<file path="src/hcfg_defines.svh">
// Offsets, field positions, reset values and timing counts of the host configuration block.
// Assumes a 50 MHz system clock and 32-bit AXI4-Lite register access.
`ifndef HCFG_DEFINES_SVH
`define HCFG_DEFINES_SVH
// ----------------------------------------
// Register byte offsets
// ----------------------------------------
`define OFS_RESET 8'h00
`define OFS_MCFG 8'h04
`define OFS_LARGE 8'h08
`define OFS_SMALL 8'h0C
`define OFS_BURST 8'h10
`define OFS_BRIDGE 8'h14
`define OFS_STATUS 8'h18
`define OFS_TXPORT 8'h1C
`define OFS_DATA 8'h20
`define OFS_LOWWM 8'h24
`define OFS_DATA_EOF 8'h28
`define OFS_CHSEL 8'h2C
`define OFS_CHDATA 8'h30
// ----------------------------------------
// Field positions and values
// ----------------------------------------
`define RST_BIT 0
`define MC_RXDMA 0
`define MC_TXDMA 1
`define MC_DBURST 2
`define MC_DB16 3
`define MC_POL 5:4
`define LB_BRIDGE 0
`define TP_ALLOW 0
`define REG_ZERO 16'h0000
`define BUF_SIZE_MAX 16'h1FFC
`define DATA_BURST_MAX 16'h0100
`define DESC_BURST_ONE 5'h01
`define DESC_BURST_SHORT 5'h08
`define DESC_BURST_LONG 5'h10
`define CHAN_MAX 16'h0100
`define RESP_OKAY 2'h0
`define RESP_SLVERR 2'h2
// ----------------------------------------
// Timing
// ----------------------------------------
`define CLK_PERIOD_NS 20
`define STARTUP_TIME_NS 625000
`define STARTUP_CYCLES ((`STARTUP_TIME_NS + `CLK_PERIOD_NS - 1) / `CLK_PERIOD_NS)
`endif

</file>
<file path="src/hcfg_pkg.sv">
// Types shared by the host configuration block.
// Assumes the constants of hcfg_defines.svh.
package hcfg_pkg;
    typedef enum logic [1:0] {
        POL_LARGE = 2'b00,
        POL_SMALL = 2'b01,
        POL_SMALL_FIRST = 2'b10
    } rx_policy_t;

    typedef struct packed {
        logic rxDmaOn;
        logic txDmaOn;
        rx_policy_t policy;
        logic [12:0] largeSize;
        logic [12:0] smallSize;
        logic [4:0] descBurst;
        logic [8:0] dataBurstMax;
    } dma_cfg_t;

    typedef struct packed {
        logic [31:0] addr;
        logic useLarge;
    } free_desc_t;

    typedef struct packed {
        logic [31:0] addr;
        logic [12:0] len;
    } place_t;

    typedef struct packed {
        logic awHave;
        logic wHave;
        logic [7:0] awAddr;
        logic [31:0] wData;
        logic [3:0] wStrb;
        logic bValid;
        logic [1:0] bResp;
        logic rValid;
        logic [1:0] rResp;
        logic [31:0] rData;
        logic softRst;
        logic [15:0] mcfg;
        logic [15:0] largeSz;
        logic [15:0] smallSz;
        logic [15:0] burstMax;
        logic [15:0] bridge;
        logic [15:0] txPort;
        logic [15:0] lowWm;
        logic [15:0] chanSel;
        logic [31:0] upCnt;
        logic [3:0] eofCnt;
        logic placeValid;
        place_t place;
    } state_t;
endpackage : hcfg_pkg

</file>
<file path="src/host_config_init_and_dma_setup.sv">
// Host configuration block with its transmit word FIFO.
// Assumes an AXI4-Lite master on the register side, a framing engine on the word side.
//
// Operation
// - Config registers hold 16 bits, any strobe writes the whole word
// - Access completes for any nonzero strobes; zero strobes write nothing
// - Hard reset clears every config register to zero; soft reset clears all but bridge mode
// - Bridge mode register survives soft reset, cleared only by hard reset
// - Indirect storage is never touched by any reset
// - Large and small receive buffer sizes each at most 8188 bytes
// - Receive storage: large only, small only, or small then large
// - Descriptor bursting moves 8 or 16 descriptors per transaction
// - One data burst never exceeds 256 dwords
// - A free-queue descriptor alone gives the full data placement
// - Transmit FIFO fills fully; words leave above low watermark or at end of frame
// - Local bus acts as bridge master or configuration slave
// - Channels numbered 1 to 256 across at most 16 ports
`timescale 1ns/10ps
`include "hcfg_defines.svh"

// ----------------------------------------
// Word FIFO
// ----------------------------------------
module word_fifo #(
    parameter int WIDTH = 33,
    parameter int DEPTH = 8
) (
    input wire logic clk_sys,
    input wire logic reset_n,
    input wire logic inValid,
    output logic inReady,
    input wire logic [WIDTH-1:0] inData,
    output logic outValid,
    input wire logic outReady,
    output logic [WIDTH-1:0] outData,
    output logic [$clog2(DEPTH):0] count
);
    localparam int AW = $clog2(DEPTH);
    logic [WIDTH-1:0] mem [0:DEPTH-1];
    logic [AW-1:0] wrPtr_r;
    logic [AW-1:0] rdPtr_r;
    logic [AW:0] count_r;
    logic push;
    logic pop;

    assign inReady = (count_r != (AW+1)'(DEPTH));
    assign outValid = (count_r != '0);
    assign outData = mem[rdPtr_r];
    assign count = count_r;
    assign push = inValid && inReady;
    assign pop = outValid && outReady;

    always_ff @(posedge clk_sys or negedge reset_n) begin
        if (!reset_n) begin
            wrPtr_r <= '0;
            rdPtr_r <= '0;
            count_r <= '0;
        end else begin
            if (push) begin
                wrPtr_r <= (wrPtr_r == AW'(DEPTH-1)) ? '0 : wrPtr_r + 1'b1;
            end
            if (pop) begin
                rdPtr_r <= (rdPtr_r == AW'(DEPTH-1)) ? '0 : rdPtr_r + 1'b1;
            end
            count_r <= count_r + (AW+1)'(push) - (AW+1)'(pop);
        end
    end

    // Storage needs no reset; pointers define what is valid
    always_ff @(posedge clk_sys) begin
        if (push) begin
            mem[wrPtr_r] <= inData;
        end
    end
endmodule : word_fifo

// ----------------------------------------
// Top
// ----------------------------------------
module host_config_init_and_dma_setup
    import hcfg_pkg::*;
#(
    parameter int STARTUP_CYCLES = `STARTUP_CYCLES,
    parameter int FIFO_DEPTH = 8,
    parameter logic [14:0] DEVICE_ID = 15'h0123 // Arbitrary value
) (
    input wire logic clk_sys,
    input wire logic reset_n,
    input wire logic [7:0] awaddr,
    input wire logic awvalid,
    output logic awready,
    input wire logic [31:0] wdata,
    input wire logic [3:0] wstrb,
    input wire logic wvalid,
    output logic wready,
    output logic [1:0] bresp,
    output logic bvalid,
    input wire logic bready,
    input wire logic [7:0] araddr,
    input wire logic arvalid,
    output logic arready,
    output logic [31:0] rdata,
    output logic [1:0] rresp,
    output logic rvalid,
    input wire logic rready,
    output dma_cfg_t dmaCfg,
    output logic bridgeMode,
    output logic portsReady,
    input wire logic freeDescValid,
    input free_desc_t freeDesc,
    output logic placeValid,
    output place_t place,
    output logic txWordValid,
    input wire logic txWordReady,
    output logic [31:0] txWordData,
    output logic txWordEof
);
    localparam int CW = $clog2(FIFO_DEPTH) + 1;
    state_t s;
    state_t n;
    logic [1:0] chanMem [0:255];
    logic [31:0] rdMux;
    logic rdErr;
    logic pushValid;
    logic pushReady;
    logic popValid;
    logic [32:0] popData;
    logic [CW-1:0] fifoCount;
    logic txGate;
    logic chanWr;
    logic chanOk;

    // ----------------------------------------
    // Bus handshakes
    // ----------------------------------------
    assign awready = !s.awHave && !s.bValid;
    assign wready = !s.wHave && !s.bValid;
    assign arready = !s.rValid;
    assign bvalid = s.bValid;
    assign bresp = s.bResp;
    assign rvalid = s.rValid;
    assign rresp = s.rResp;
    assign rdata = s.rData;

    // Channel numbers start at 1; zero and above 256 are ignored
    assign chanOk = (s.chanSel != 16'h0000) && (s.chanSel <= `CHAN_MAX);

    // ----------------------------------------
    // Read decode
    // ----------------------------------------
    always_comb begin
        rdMux = 32'h0000_0000;
        rdErr = 1'b0;
        case (araddr)
            `OFS_RESET: rdMux = {16'h0000, DEVICE_ID, 1'b0};
            `OFS_MCFG: rdMux = {16'h0000, s.mcfg};
            `OFS_LARGE: rdMux = {16'h0000, s.largeSz};
            `OFS_SMALL: rdMux = {16'h0000, s.smallSz};
            `OFS_BURST: rdMux = {16'h0000, s.burstMax};
            `OFS_BRIDGE: rdMux = {16'h0000, s.bridge};
            `OFS_STATUS: rdMux = {26'h000_0000, !pushReady, fifoCount[3:0], portsReady};
            `OFS_TXPORT: rdMux = {16'h0000, s.txPort};
            `OFS_LOWWM: rdMux = {16'h0000, s.lowWm};
            `OFS_CHSEL: rdMux = {16'h0000, s.chanSel};
            `OFS_CHDATA: rdMux = chanOk ? {30'h0000_0000, chanMem[s.chanSel[7:0] - 8'h01]}
                                        : 32'h0000_0000;
            default: rdErr = 1'b1;
        endcase
    end

    // ----------------------------------------
    // Next state
    // ----------------------------------------
    always_comb begin
        n = s;
        pushValid = 1'b0;
        chanWr = 1'b0;
        if (s.rValid && rready) begin
            n.rValid = 1'b0;
        end
        if (arvalid && arready) begin
            n.rValid = 1'b1;
            n.rData = rdMux;
            n.rResp = rdErr ? `RESP_SLVERR : `RESP_OKAY;
        end
        if (s.bValid && bready) begin
            n.bValid = 1'b0;
        end
        if (awvalid && awready) begin
            n.awHave = 1'b1;
            n.awAddr = awaddr;
        end
        if (wvalid && wready) begin
            n.wHave = 1'b1;
            n.wData = wdata;
            n.wStrb = wstrb;
        end
        if (s.upCnt < 32'(STARTUP_CYCLES)) begin
            n.upCnt = s.upCnt + 32'h0000_0001;
        end
        // Soft reset spares the bridge register and all indirect storage
        if (s.softRst) begin
            n.softRst = 1'b0;
            n.mcfg = `REG_ZERO;
            n.largeSz = `REG_ZERO;
            n.smallSz = `REG_ZERO;
            n.burstMax = `REG_ZERO;
            n.txPort = `REG_ZERO;
            n.lowWm = `REG_ZERO;
            n.chanSel = `REG_ZERO;
            n.upCnt = 32'h0000_0000;
        end
        // Data writes to a full FIFO wait here; that stalls the bus master
        if (s.awHave && s.wHave && !s.bValid && (pushReady || s.wStrb == 4'h0 ||
                (s.awAddr != `OFS_DATA && s.awAddr != `OFS_DATA_EOF))) begin
            n.awHave = 1'b0;
            n.wHave = 1'b0;
            n.bValid = 1'b1;
            n.bResp = `RESP_OKAY;
            if (s.wStrb != 4'h0) begin
                case (s.awAddr)
                    `OFS_RESET: n.softRst = s.wData[`RST_BIT];
                    `OFS_MCFG: n.mcfg = s.wData[15:0];
                    `OFS_LARGE: n.largeSz = (s.wData[15:0] > `BUF_SIZE_MAX) ?
                                            `BUF_SIZE_MAX : s.wData[15:0];
                    `OFS_SMALL: n.smallSz = (s.wData[15:0] > `BUF_SIZE_MAX) ?
                                            `BUF_SIZE_MAX : s.wData[15:0];
                    `OFS_BURST: n.burstMax = (s.wData[15:0] > `DATA_BURST_MAX) ?
                                             `DATA_BURST_MAX : s.wData[15:0];
                    `OFS_BRIDGE: n.bridge = s.wData[15:0];
                    `OFS_STATUS: n.bResp = `RESP_OKAY;
                    `OFS_TXPORT: n.txPort = s.wData[15:0];
                    `OFS_LOWWM: n.lowWm = s.wData[15:0];
                    `OFS_CHSEL: n.chanSel = s.wData[15:0];
                    `OFS_CHDATA: chanWr = chanOk;
                    `OFS_DATA, `OFS_DATA_EOF: pushValid = 1'b1;
                    default: n.bResp = `RESP_SLVERR;
                endcase
            end
        end
        // End-of-frame words in the FIFO release it below the watermark
        n.eofCnt = s.eofCnt + 4'((pushValid && s.awAddr == `OFS_DATA_EOF) ? 1 : 0)
                            - 4'((popValid && txGate && txWordReady && popData[32]) ? 1 : 0);
        // Placement comes from the descriptor alone, no pointer chasing
        n.placeValid = freeDescValid;
        if (freeDescValid) begin
            n.place.addr = freeDesc.addr;
            case (dmaCfg.policy)
                POL_LARGE: n.place.len = dmaCfg.largeSize;
                POL_SMALL: n.place.len = dmaCfg.smallSize;
                POL_SMALL_FIRST: n.place.len = freeDesc.useLarge ?
                                               dmaCfg.largeSize : dmaCfg.smallSize;
                default: n.place.len = dmaCfg.largeSize;
            endcase
        end
    end

    always_ff @(posedge clk_sys or negedge reset_n) begin
        if (!reset_n) begin
            s <= '0;
        end else begin
            s <= n;
        end
    end

    // Indirect channel storage: no reset of either kind reaches it
    always_ff @(posedge clk_sys) begin
        if (chanWr) begin
            chanMem[s.chanSel[7:0] - 8'h01] <= s.wData[1:0];
        end
    end

    // ----------------------------------------
    // Configuration outputs
    // ----------------------------------------
    assign dmaCfg.rxDmaOn = s.mcfg[`MC_RXDMA];
    assign dmaCfg.txDmaOn = s.mcfg[`MC_TXDMA];
    assign dmaCfg.policy = rx_policy_t'(s.mcfg[`MC_POL]);
    assign dmaCfg.largeSize = s.largeSz[12:0];
    assign dmaCfg.smallSize = s.smallSz[12:0];
    assign dmaCfg.descBurst = !s.mcfg[`MC_DBURST] ? `DESC_BURST_ONE :
                              s.mcfg[`MC_DB16] ? `DESC_BURST_LONG : `DESC_BURST_SHORT;
    assign dmaCfg.dataBurstMax = s.burstMax[8:0];
    assign bridgeMode = s.bridge[`LB_BRIDGE];
    assign portsReady = (s.upCnt >= 32'(STARTUP_CYCLES));
    assign placeValid = s.placeValid;
    assign place = s.place;

    // ----------------------------------------
    // Transmit word path
    // ----------------------------------------
    word_fifo #(
        .WIDTH(33),
        .DEPTH(FIFO_DEPTH)
    ) txFifo (
        .clk_sys(clk_sys),
        .reset_n(reset_n),
        .inValid(pushValid),
        .inReady(pushReady),
        .inData({s.awAddr == `OFS_DATA_EOF, s.wData}),
        .outValid(popValid),
        .outReady(txGate && txWordReady),
        .outData(popData),
        .count(fifoCount)
    );

    // Words only leave once transmit DMA and data allow are both set
    assign txGate = s.mcfg[`MC_TXDMA] && s.txPort[`TP_ALLOW] &&
                    ((16'(fifoCount) > s.lowWm) || s.eofCnt != 4'h0);
    assign txWordValid = popValid && txGate;
    assign txWordData = popData[31:0];
    assign txWordEof = popData[32];

    // ----------------------------------------
    // Checks
    // ----------------------------------------
    a_zero_strobe: assert property (@(posedge clk_sys) disable iff (!reset_n)
        (s.awHave && s.wHave && !s.bValid && s.wStrb == 4'h0) |=> $stable(s.mcfg)
            && $stable(fifoCount))
        else $error("Write without strobes changed state");
    a_soft_clears: assert property (@(posedge clk_sys) disable iff (!reset_n)
        s.softRst |=> (s.mcfg == 16'h0000 && s.largeSz == 16'h0000 && !portsReady))
        else $error("Soft reset left a register set");
    a_bridge_kept: assert property (@(posedge clk_sys) disable iff (!reset_n)
        s.softRst |=> $stable(s.bridge))
        else $error("Soft reset touched bridge mode");
    a_startup_wait: assert property (@(posedge clk_sys) disable iff (!reset_n)
        $rose(portsReady) |-> $past(s.upCnt) == 32'(STARTUP_CYCLES - 1))
        else $error("Ports ready too early");
    a_buffer_size: assert property (@(posedge clk_sys) disable iff (!reset_n)
        s.largeSz <= 16'h1FFC && s.smallSz <= 16'h1FFC)
        else $error("Buffer size above 8188");
    a_desc_burst: assert property (@(posedge clk_sys) disable iff (!reset_n)
        s.mcfg[`MC_DBURST] |-> (dmaCfg.descBurst == 5'h08 || dmaCfg.descBurst == 5'h10))
        else $error("Descriptor burst not 8 or 16");
    a_data_burst: assert property (@(posedge clk_sys) disable iff (!reset_n)
        s.burstMax <= 16'h0100)
        else $error("Data burst above 256 dwords");
    a_tx_release: assert property (@(posedge clk_sys) disable iff (!reset_n)
        txWordValid |-> (16'(fifoCount) > s.lowWm || s.eofCnt != 4'h0) && s.txPort[0])
        else $error("Word left below watermark");
    a_write_answer: assert property (@(posedge clk_sys) disable iff (!reset_n)
        (s.awHave && s.wHave && !s.bValid && s.awAddr != `OFS_DATA
            && s.awAddr != `OFS_DATA_EOF) |=> s.bValid)
        else $error("Write not answered in one cycle");
endmodule : host_config_init_and_dma_setup

</file>
<file path="config.mk">
export PLATFORM = sky130hd
export DESIGN_NAME = host_config_init_and_dma_setup
export DESIGN_NICKNAME = d
export VERILOG_FILES = /design/src/hcfg_pkg.sv /design/src/host_config_init_and_dma_setup.sv
export VERILOG_INCLUDE_DIRS = /design/src /design/src/src
export SDC_FILE = /design/constraint.sdc
export NUM_CORES = 1
export LEC_CHECK = 0
export BUFFER_PORTS_ARGS = -buffer_cell sky130_fd_sc_hd__buf_2
export CAP_MARGIN = 20
export CORE_AREA = 2 2 362 364
export DETAILED_ROUTE_END_ITERATION = 12
export DIE_AREA = 0 0 364 366
export GPL_TIMING_DRIVEN = 0
export RECOVER_POWER = 100
export SLEW_MARGIN = 20
export SYNTH_ARGS = -nofsm -noshare
export SYNTH_HDL_FRONTEND = slang
export SYNTH_HIERARCHICAL = 1
export SYNTH_SLANG_ARGS = --single-unit
export TNS_END_PERCENT = 5
</file>
<file path="constraint.sdc">
create_clock -name clk_sys -period 6.8 [get_ports clk_sys]
set_clock_uncertainty 0.15 [all_clocks]
set_input_delay 0.68 -clock clk_sys [delete_from_list [all_inputs] [get_ports clk_sys]]
set_output_delay 0.68 -clock clk_sys [all_outputs]
set_load 0.05 [all_outputs]
</file>
==> key figures, run 1 <==
Critical path
  – CP Class: flop to flop
  – CP Buf/Inv Count: 8
  – Worst Path Arrival: 6500 ps
  – CP max stage cell: o21ai_1
  – Crit-path cells: buf_4, buf_4, buf_4, buf_2, inv_1, ha_1, clkbuf_1, nor2b_1, a21oi_1, o21ai_1, clkbuf_1, nand2_1, clkbuf_1, nor2_1
  – Crit end category: flop
  – FF-to-FF path depth: 14
  – FF-to-FF End: chanMem[116][1]$_DFFE_PP_
  – Crit path max fanout: 10
  – CP Launch Point: s[82]$_DFF_PN0_
  – Delay-heaviest family, CP: buffers and inverters
  – Worst EP required: 7030 ps
  – Worst setup SP type: flop
  – Reg2reg setup slack: 530 ps
  – Max incr delay on CP: 830 ps
  – Reg-to-reg startpoint: s[82]$_DFF_PN0_

Synth
  – Register bit total from synthesis: 1063
  – Synth top cells by count: edfxtp_1 (776), nor2_1 (375), dfrtp_1 (287)
  – Top post-synthesis cells by area: edfxtp_1 (52%), dfrtp_1 (16%), mux4_2 (9.6%), mux2_2 (3.1%), nor2_1 (3.1%)
  – Synth unique cells: 76
  – Async set-reset flop share out of synthesis: 27.0%
  – Most used flip-flop cell after synthesis: edfxtp_1
  – Largest area contributor in the netlist: edfxtp_1
  – Cell with the most instances after synthesis: edfxtp_1
  – Post-synth EDFFs: 776
  – Syn Area/Cell: 15.5 sq um
  – Yosys Warn Count: 6
  – Mapped Cells: 2916
  – Share of the synthesized area in the top cell type: 51.7%
  – Sequential-to-total area share from yosys stat: 67.6%
  – Post-Syn Area: 0.0451 sq mm

STA
  – Relative slew margins: -141%
  – RSZ-0062 raised after global routing: no
  – Max Fclk: 0.159 GHz
  – Fin crit share: 92.2%
  – Setup-failing EPs final: 0
  – Min Clock Period, post-route: 6270 ps
  – Least-Margin Pin Slew: 3610 ps
  – Hold Slack: 36.9 ps
  – Max-slew violation count: 612
  – Final hold vios: 0
  – Worst setup margin: 528 ps

GRT
  – Initial antenna violation count: 3
  – Global route overflow: 0
  – Gr usage total: 18.7%
  – Largest net degree at the start of global routing: 87
  – Number of global-route vias before repair: 27300
  – First-pass GRT wire length: 185 mm

Placement
  – DP Area: 0.0492 sq mm
  – GP Congestion: 0.899
  – HPWL after DPL: 85.2 mm
  – Placed insts: 4957
  – Place WS: 730 ps
  – Port buffer count: 240

Power
  – Gate power share: 22.5%
  – Internal Pwr Total: 13100 uW
  – Leak Pwr: 0.0183 uW
  – Sw Pwr: 6300 uW
  – Peak supply drop: 229 uV
  – Sw Ratio: 32.5%
  – Clock power frac: 32.5%
  – Pwr per Cell Area: 369 mW/mm^2
  – Seq pwr share: 45.0%

Finish
  – Layout area overhead: 16.5%
  – FF+latch area: 0.0305 sq mm
  – Area of the multi-input gates: 0.0127 sq mm
  – Final #Nets: 3478
  – Post-Route Utilization: 40.7%
  – Final-layout fill cell count: 11900
  – Layout cells sized above 1: 23.5%
  – Fin area: 0.0525 sq mm
  – Finished Layout Cells: 5184

Floorplan
  – Rows: 132
  – Die footprint: 0.133 sq mm
  – I/O Pins: 261
  – Die width: 364 um
  – Starting density of the core: 35.0%
  – Core area: 0.129 sq mm
  – Die Y: 366 um

Route
  – Final antenna-violating net count: 0
  – Drt total wl: 126 mm
  – DRT Pass-1 Iters: 7
  – DR iter-0 viols: 3280
  – Vias: 27300
  – Vias per inst: 5.28
  – DR WL/cell: 24.4 um
  – DRC Markers: 0

Flow run
  – Max Cap Viol: 10

Hold path
  – Min-delay src: freeDesc[32]
  – Hold path depth: 2
  – Worst min path class: primary input to flop
  – Min-Delay Endpoint: place[44]$_DFFE_PN0P_

CTS
  – CTS max path bufs: 3
  – H-Tree Depth: 3
  – Cts bufs inserted: 108
  – Setup repair bufs after CTS: 0
  – Clock root cell: clkbuf_16
  – CTS tree: done
  – Clock Pin Slew Worst Setup and Hold Paths: 60 ps
  – Skew-Pair Late Insertion Delay: 720 ps
  – Clock tree sinks: 1063

Run status
  – Status: finished, violations left
  – Failing checks: capacitance limit, slew limit
-- area by class of cell --
cell class / count / share of cell area (%)
Timing Repair Buffer: 309 / 2.88
Tap cell: 1742 / 4.15
Clock inverter: 58 / 1.51
Buffer: 304 / 3.39
Antenna cell: 1 / 0.00476
Multi-Input combinational cell: 1533 / 24.1
Clock buffer: 139 / 5.69
Sequential cell: 1063 / 58.0
Inverter: 35 / 0.250
-- flip-flops by register name (all words and copies together), names as in the netlist, 3 cells and up --
| register | flops |
|---|---|
| txFifo/wrPtr_r | 3 |
| rdata | 16 |
| txFifo/rdPtr_r | 3 |
| dmaCfg | 39 |
| s | 171 |
| txFifo/mem | 264 |
| chanMem | 512 |
| txFifo/count | 4 |
| place | 45 |
-- routing by layer --
metal,wire [um],GRT usage (%),share of wire [%],up-vias
met5,27,0,0.021,-
met1,51900,25.2,41,14100
met4,3950,6.27,3.1,4
li1,-,-,-,11800
met3,9620,3.29,7.6,237
met2,60900,30.5,48,1248
-- metrics by stage --
step                      TNS (ps)  total power, uW
final                            0            19400
after detailed placement         0            13200
after global placement     -693810            13300
after floorplan                  0            11400
after CTS                        0            19500
after global routing             0            20000
-- how the worst max path moves through the flow --
stage | to | slack (ps) | depth (start not counted)
floorplan | txFifo/mem[0][0]$_DFFE_PP_ | 1390 | 6
global placement | txFifo/mem[0][22]$_DFFE_PP_ | -2350 | 8
detailed placement | chanMem[117][1]$_DFFE_PP_ | 730 | 14
CTS | chanMem[117][1]$_DFFE_PP_ | 680 | 14
global route | s[79]$_DFFE_PN0P_ | 230 | 3
finish | chanMem[116][1]$_DFFE_PP_ | 530 | 14
-- kinds of logic (layout without fill, tap and decap cells) --
family | after synthesis | after routing | share of synthesized area [%]
other | 1 | 21 | 0.00832
flip-flops | 1063 | 1063 | 67.6
AND/OR/NAND/NOR | 796 | 796 | 8.33
AO/OA/AOI/OAI | 321 | 321 | 4.90
multiplexers | 349 | 349 | 13.6
buffers and inverters | 339 | 845 | 4.34
XOR/XNOR | 17 | 17 | 0.330
adder cells (fa/ha/maj) | 30 | 30 | 0.866
-- cell usage in the layout, fill, tap and decap left out, types with 28 or more instances in the layout --
master / Yosys / final
a22oi_1: 44 / 44
nor2_1: 375 / 375
mux4_2: 193 / 193
nand2b_1: 51 / 51
edfxtp_1: 776 / 776
dfrtp_1: 287 / 287
nand2_1: 146 / 147
a22o_1: 30 / 30
mux2_2: 126 / 126
inv_1: 35 / 35
clkbuf_1: 109 / 318
buf_2: 36 / 124
nand3b_1: 39 / 40
a21oi_1: 30 / 30
o21ai_0: 81 / 90
nand3_1: 28 / 29
dlygate4sd3_1: 0 / 29
buf_4: 141 / 137
clkbuf_16: 0 / 109
ha_1: 28 / 28
-- timing repair --
action / 4_1_cts / 5_1_grt
setup endpoints to repair: 0 / 0
endpoints found under the hold margin: 80 / 0
hold buffers: 29 / 0
gates resized for setup: 0 / 0
-- power groups by stage --
stage               clock, uW  combinational [uW]  sequential (uW)
global placement            0                3930             9380
floorplan                   0                2570             8850
detailed placement          0                4440             8810
CTS                      6380                4470             8680
global route             6660                4570             8800
finish                   6310                4360             8730
(Power assumes the default switching activity.)
==> run 2, diff against run 1 <==
--- a/config.mk
+++ b/config.mk
@@ -16,6 +16,5 @@
 export SLEW_MARGIN = 20
 export SYNTH_ARGS = -nofsm -noshare
 export SYNTH_HDL_FRONTEND = slang
-export SYNTH_HIERARCHICAL = 1
 export SYNTH_SLANG_ARGS = --single-unit
 export TNS_END_PERCENT = 5
==> run 2 against run 1 <==
Net effect:
- the run still ends with capacitance limit, slew limit left
- highest routed layer unchanged
- worst setup slack got worse by 260 ps
- design area down 0.80%
- routed wire length decreased by 3.2%
- via count down 2.5%
- worst hold slack better by 4.2 ps
==> key figures, run 2 <==
Critical path
  – Reg-to-reg startpoint: s[82]$_DFF_PN0_
  – CP Buf/Inv Count: 9
  – Crit-path cells: buf_6, buf_4, buf_6, buf_6, buf_2, inv_1, ha_1, buf_2, xnor2_2, a21oi_1, clkbuf_2, nand2_1, clkbuf_1, nor2_1
  – Worst setup SP type: flop
  – Crit end category: flop
  – Worst Path Arrival: 6800 ps
  – Worst EP required: 7070 ps
  – Delay-heaviest family, CP: buffers and inverters
  – Most frequent CP cell: buf_6
  – CP max stage cell: clkbuf_1
  – Crit path max fanout: 10
  – Max incr delay on CP: 970 ps
  – CP Launch Point: s[82]$_DFF_PN0_
  – CP Class: flop to flop
  – Reg2reg setup slack: 270 ps

Floorplan
  – I/O Pins: 261
  – Die width: 364 um
  – Die Y: 366 um
  – Core area: 0.129 sq mm
  – Die footprint: 0.133 sq mm
  – Starting density of the core: 34.8%
  – Rows: 132

CTS
  – Cts bufs inserted: 107
  – Skew-Pair Late Insertion Delay: 730 ps
  – H-Tree Depth: 3
  – Clock Pin Slew Worst Setup and Hold Paths: 70 ps
  – Clock tree sinks: 1063
  – CTS max path bufs: 3
  – Clock root cell: clkbuf_16
  – CTS tree: done

Power
  – Internal Pwr Total: 12900 uW
  – Sw Pwr: 6200 uW
  – Pwr per Cell Area: 366 mW/mm^2
  – Seq pwr share: 45.7%
  – Gate power share: 22.9%
  – Peak supply drop: 227 uV
  – Sw Ratio: 32.5%
  – Clock power frac: 31.4%
  – Leak Pwr: 0.0181 uW

STA
  – Relative slew margins: -163%
  – Min Clock Period, post-route: 6530 ps
  – Worst setup margin: 272 ps
  – Setup-failing EPs final: 0
  – Max Fclk: 0.153 GHz
  – RSZ-0062 raised after global routing: no
  – Max-slew violation count: 492
  – Final hold vios: 0
  – Fin crit share: 96.0%
  – TNS Setup: 0 ps
  – Least-Margin Pin Slew: 3940 ps

Finish
  – Final #Nets: 3409
  – Commonest non-fill, non-tap cells in the layout: edfxtp_1 (776), nor2_1 (340), clkbuf_1 (330)
  – Most common cell after layout, fill and taps aside: edfxtp_1
  – Layout area overhead: 16.0%
  – Final-layout fill cell count: 11900
  – Layout cells sized above 1: 22.8%
  – Antenna cells: 0
  – Max reg flops: 512

Synth
  – Largest area contributor in the netlist: edfxtp_1
  – Yosys Warn Count: 0
  – Post-Syn Area: 0.0449 sq mm
  – Mapped Cells: 2863
  – Syn Area/Cell: 15.7 sq um
  – Post-synth EDFFs: 776
  – Top post-synthesis cells by area: edfxtp_1 (52%), dfrtp_1 (16%), mux4_2 (10%), mux2_2 (3.0%), nor2_1 (2.8%)
  – Most used flip-flop cell after synthesis: edfxtp_1
  – Sequential-to-total area share from yosys stat: 67.9%
  – Cell with the most instances after synthesis: edfxtp_1
  – Synth unique cells: 83
  – Synth top cells by count: edfxtp_1 (776), nor2_1 (341), dfrtp_1 (287)
  – Share of the synthesized area in the top cell type: 51.9%
  – Register bit total from synthesis: 1063
  – Async set-reset flop share out of synthesis: 27.0%

Route
  – Vias: 26700
  – DR iter-0 viols: 2820
  – Final antenna-violating net count: 0
  – Drt total wl: 122 mm
  – DRC Markers: 0
  – DRT Pass-1 Iters: 6
  – Vias per inst: 5.21
  – DR WL/cell: 23.9 um

GRT
  – Initial antenna violation count: 4
  – First-pass GRT wire length: 180 mm
  – Largest net degree at the start of global routing: 83
  – Number of global-route vias before repair: 27100
  – Gr usage total: 18.2%
  – Global route overflow: 0

Placement
  – Place WS: 51.0 ps
  – GP Congestion: 0.861
  – Port buffer count: 240
  – HPWL after DPL: 82.6 mm

Hold path
  – Worst min path class: primary input to flop
  – Min-delay src: freeDesc[31]

Run status
  – Status: finished, violations left
  – Failing checks: capacitance limit, slew limit

Flow run
  – Max Cap Viol: 9
-- run 2: cell count changes in the layout (fill, tap and decap cells not counted), sizes merged, moves of 11 or more --
| cell | delta |
|---|---|
| a21o | +11 |
| a221oi | -13 |
| a22o | -15 |
| a22oi | +25 |
| a31oi | -15 |
| buf | -17 |
| mux4 | +16 |
| nand2b | -16 |
| nand3 | +28 |
| nand3b | +17 |
| nor2 | -33 |
| o21ai | -19 |
-- run 2: timing repair --
| item | 4_1_cts | 5_1_grt |
|---|---|---|
| setup endpoints to repair | 0 | 315 |
| buffers inserted | 0 | 0 |
| endpoints found under the hold margin | 97 | 0 |
| gates resized for setup | 0 | 5 |
| hold buffers | 24 | 0 |
-- run 2: kinds of logic after synthesis --
| group | synth area share (%) |
|---|---|
| AOI/OAI and AO/OA | 4.45 |
| xor gates and xnor gates | 0.518 |
| adders and majority gates | 0.869 |
| buffers and inverters | 4.11 |
| DFF | 67.9 |
| muxes | 14.1 |
| other | 0.00835 |
| and+or+nand+nor | 8.08 |
-- run 2: path summary, 6_finish.rpt --
kind                                                   to  cells after the start
worst max-delay path            chanMem[236][1]$_DFFE_PP_                     14
worst min-delay path                place[43]$_DFFE_PN0P_                      2
worst max register to register  chanMem[236][1]$_DFFE_PP_                     14
worst min register to register      rdata[10]$_DFFE_PN0P_                      1
max in group asynchronous            rresp[1]$_DFFE_PN0P_                      5
min in group asynchronous              s[267]$_DFFE_PN0P_                      2
-- run 2: power by group through the flow --
stage / combinational (uW) / sequential [uW] / clock (uW)
2_1_floorplan: 2620 / 8840 / 0
3_3_place_gp: 3950 / 9380 / 0
3_5_place_dp: 4490 / 8790 / 0
4_1_cts: 4510 / 8670 / 6090
5_1_grt: 4630 / 8790 / 6340
6_report: 4370 / 8720 / 5990
-- run 2: metrics by stage --
| stage | hold WS, ps | power (uW) | cells | utilization, % | instance area (sq um) |
|---|---|---|---|---|---|
| after floorplan | 234 | 11500 | 2882 | - | 45000 |
| after global placement | 313 | 13300 | 4864 | 37.5 | 48400 |
| after detailed placement | 318 | 13300 | 4892 | 38.0 | 49000 |
| after CTS | 0.456 | 19300 | 5118 | 40.9 | 52800 |
| after global routing | 22.2 | 19800 | 5120 | 40.4 | 52100 |
| final | 41.1 | 19100 | 5120 | 40.4 | 52100 |
-- run 2: area by class of cell --
class / count / area (sq um) / share of cell area (%)
Inverter: 37 / 139 / 0.266
Tap cell: 1742 / 2180 / 4.18
Multi-Input combinational cell: 1482 / 12700 / 24.3
Buffer: 300 / 1700 / 3.25
Clock buffer: 142 / 2930 / 5.63
Timing Repair Buffer: 294 / 1420 / 2.73
Sequential cell: 1063 / 30500 / 58.5
Clock inverter: 60 / 618 / 1.19
-- run 2: per-layer routing --
layer,global-route usage (%),vias up,wire length (um)
li1,-,11600,-
met1,23.9,13800,49900
met2,30.4,1026,60500
met3,3.24,205,8390
met4,5.85,4,3510
met5,0,-,23
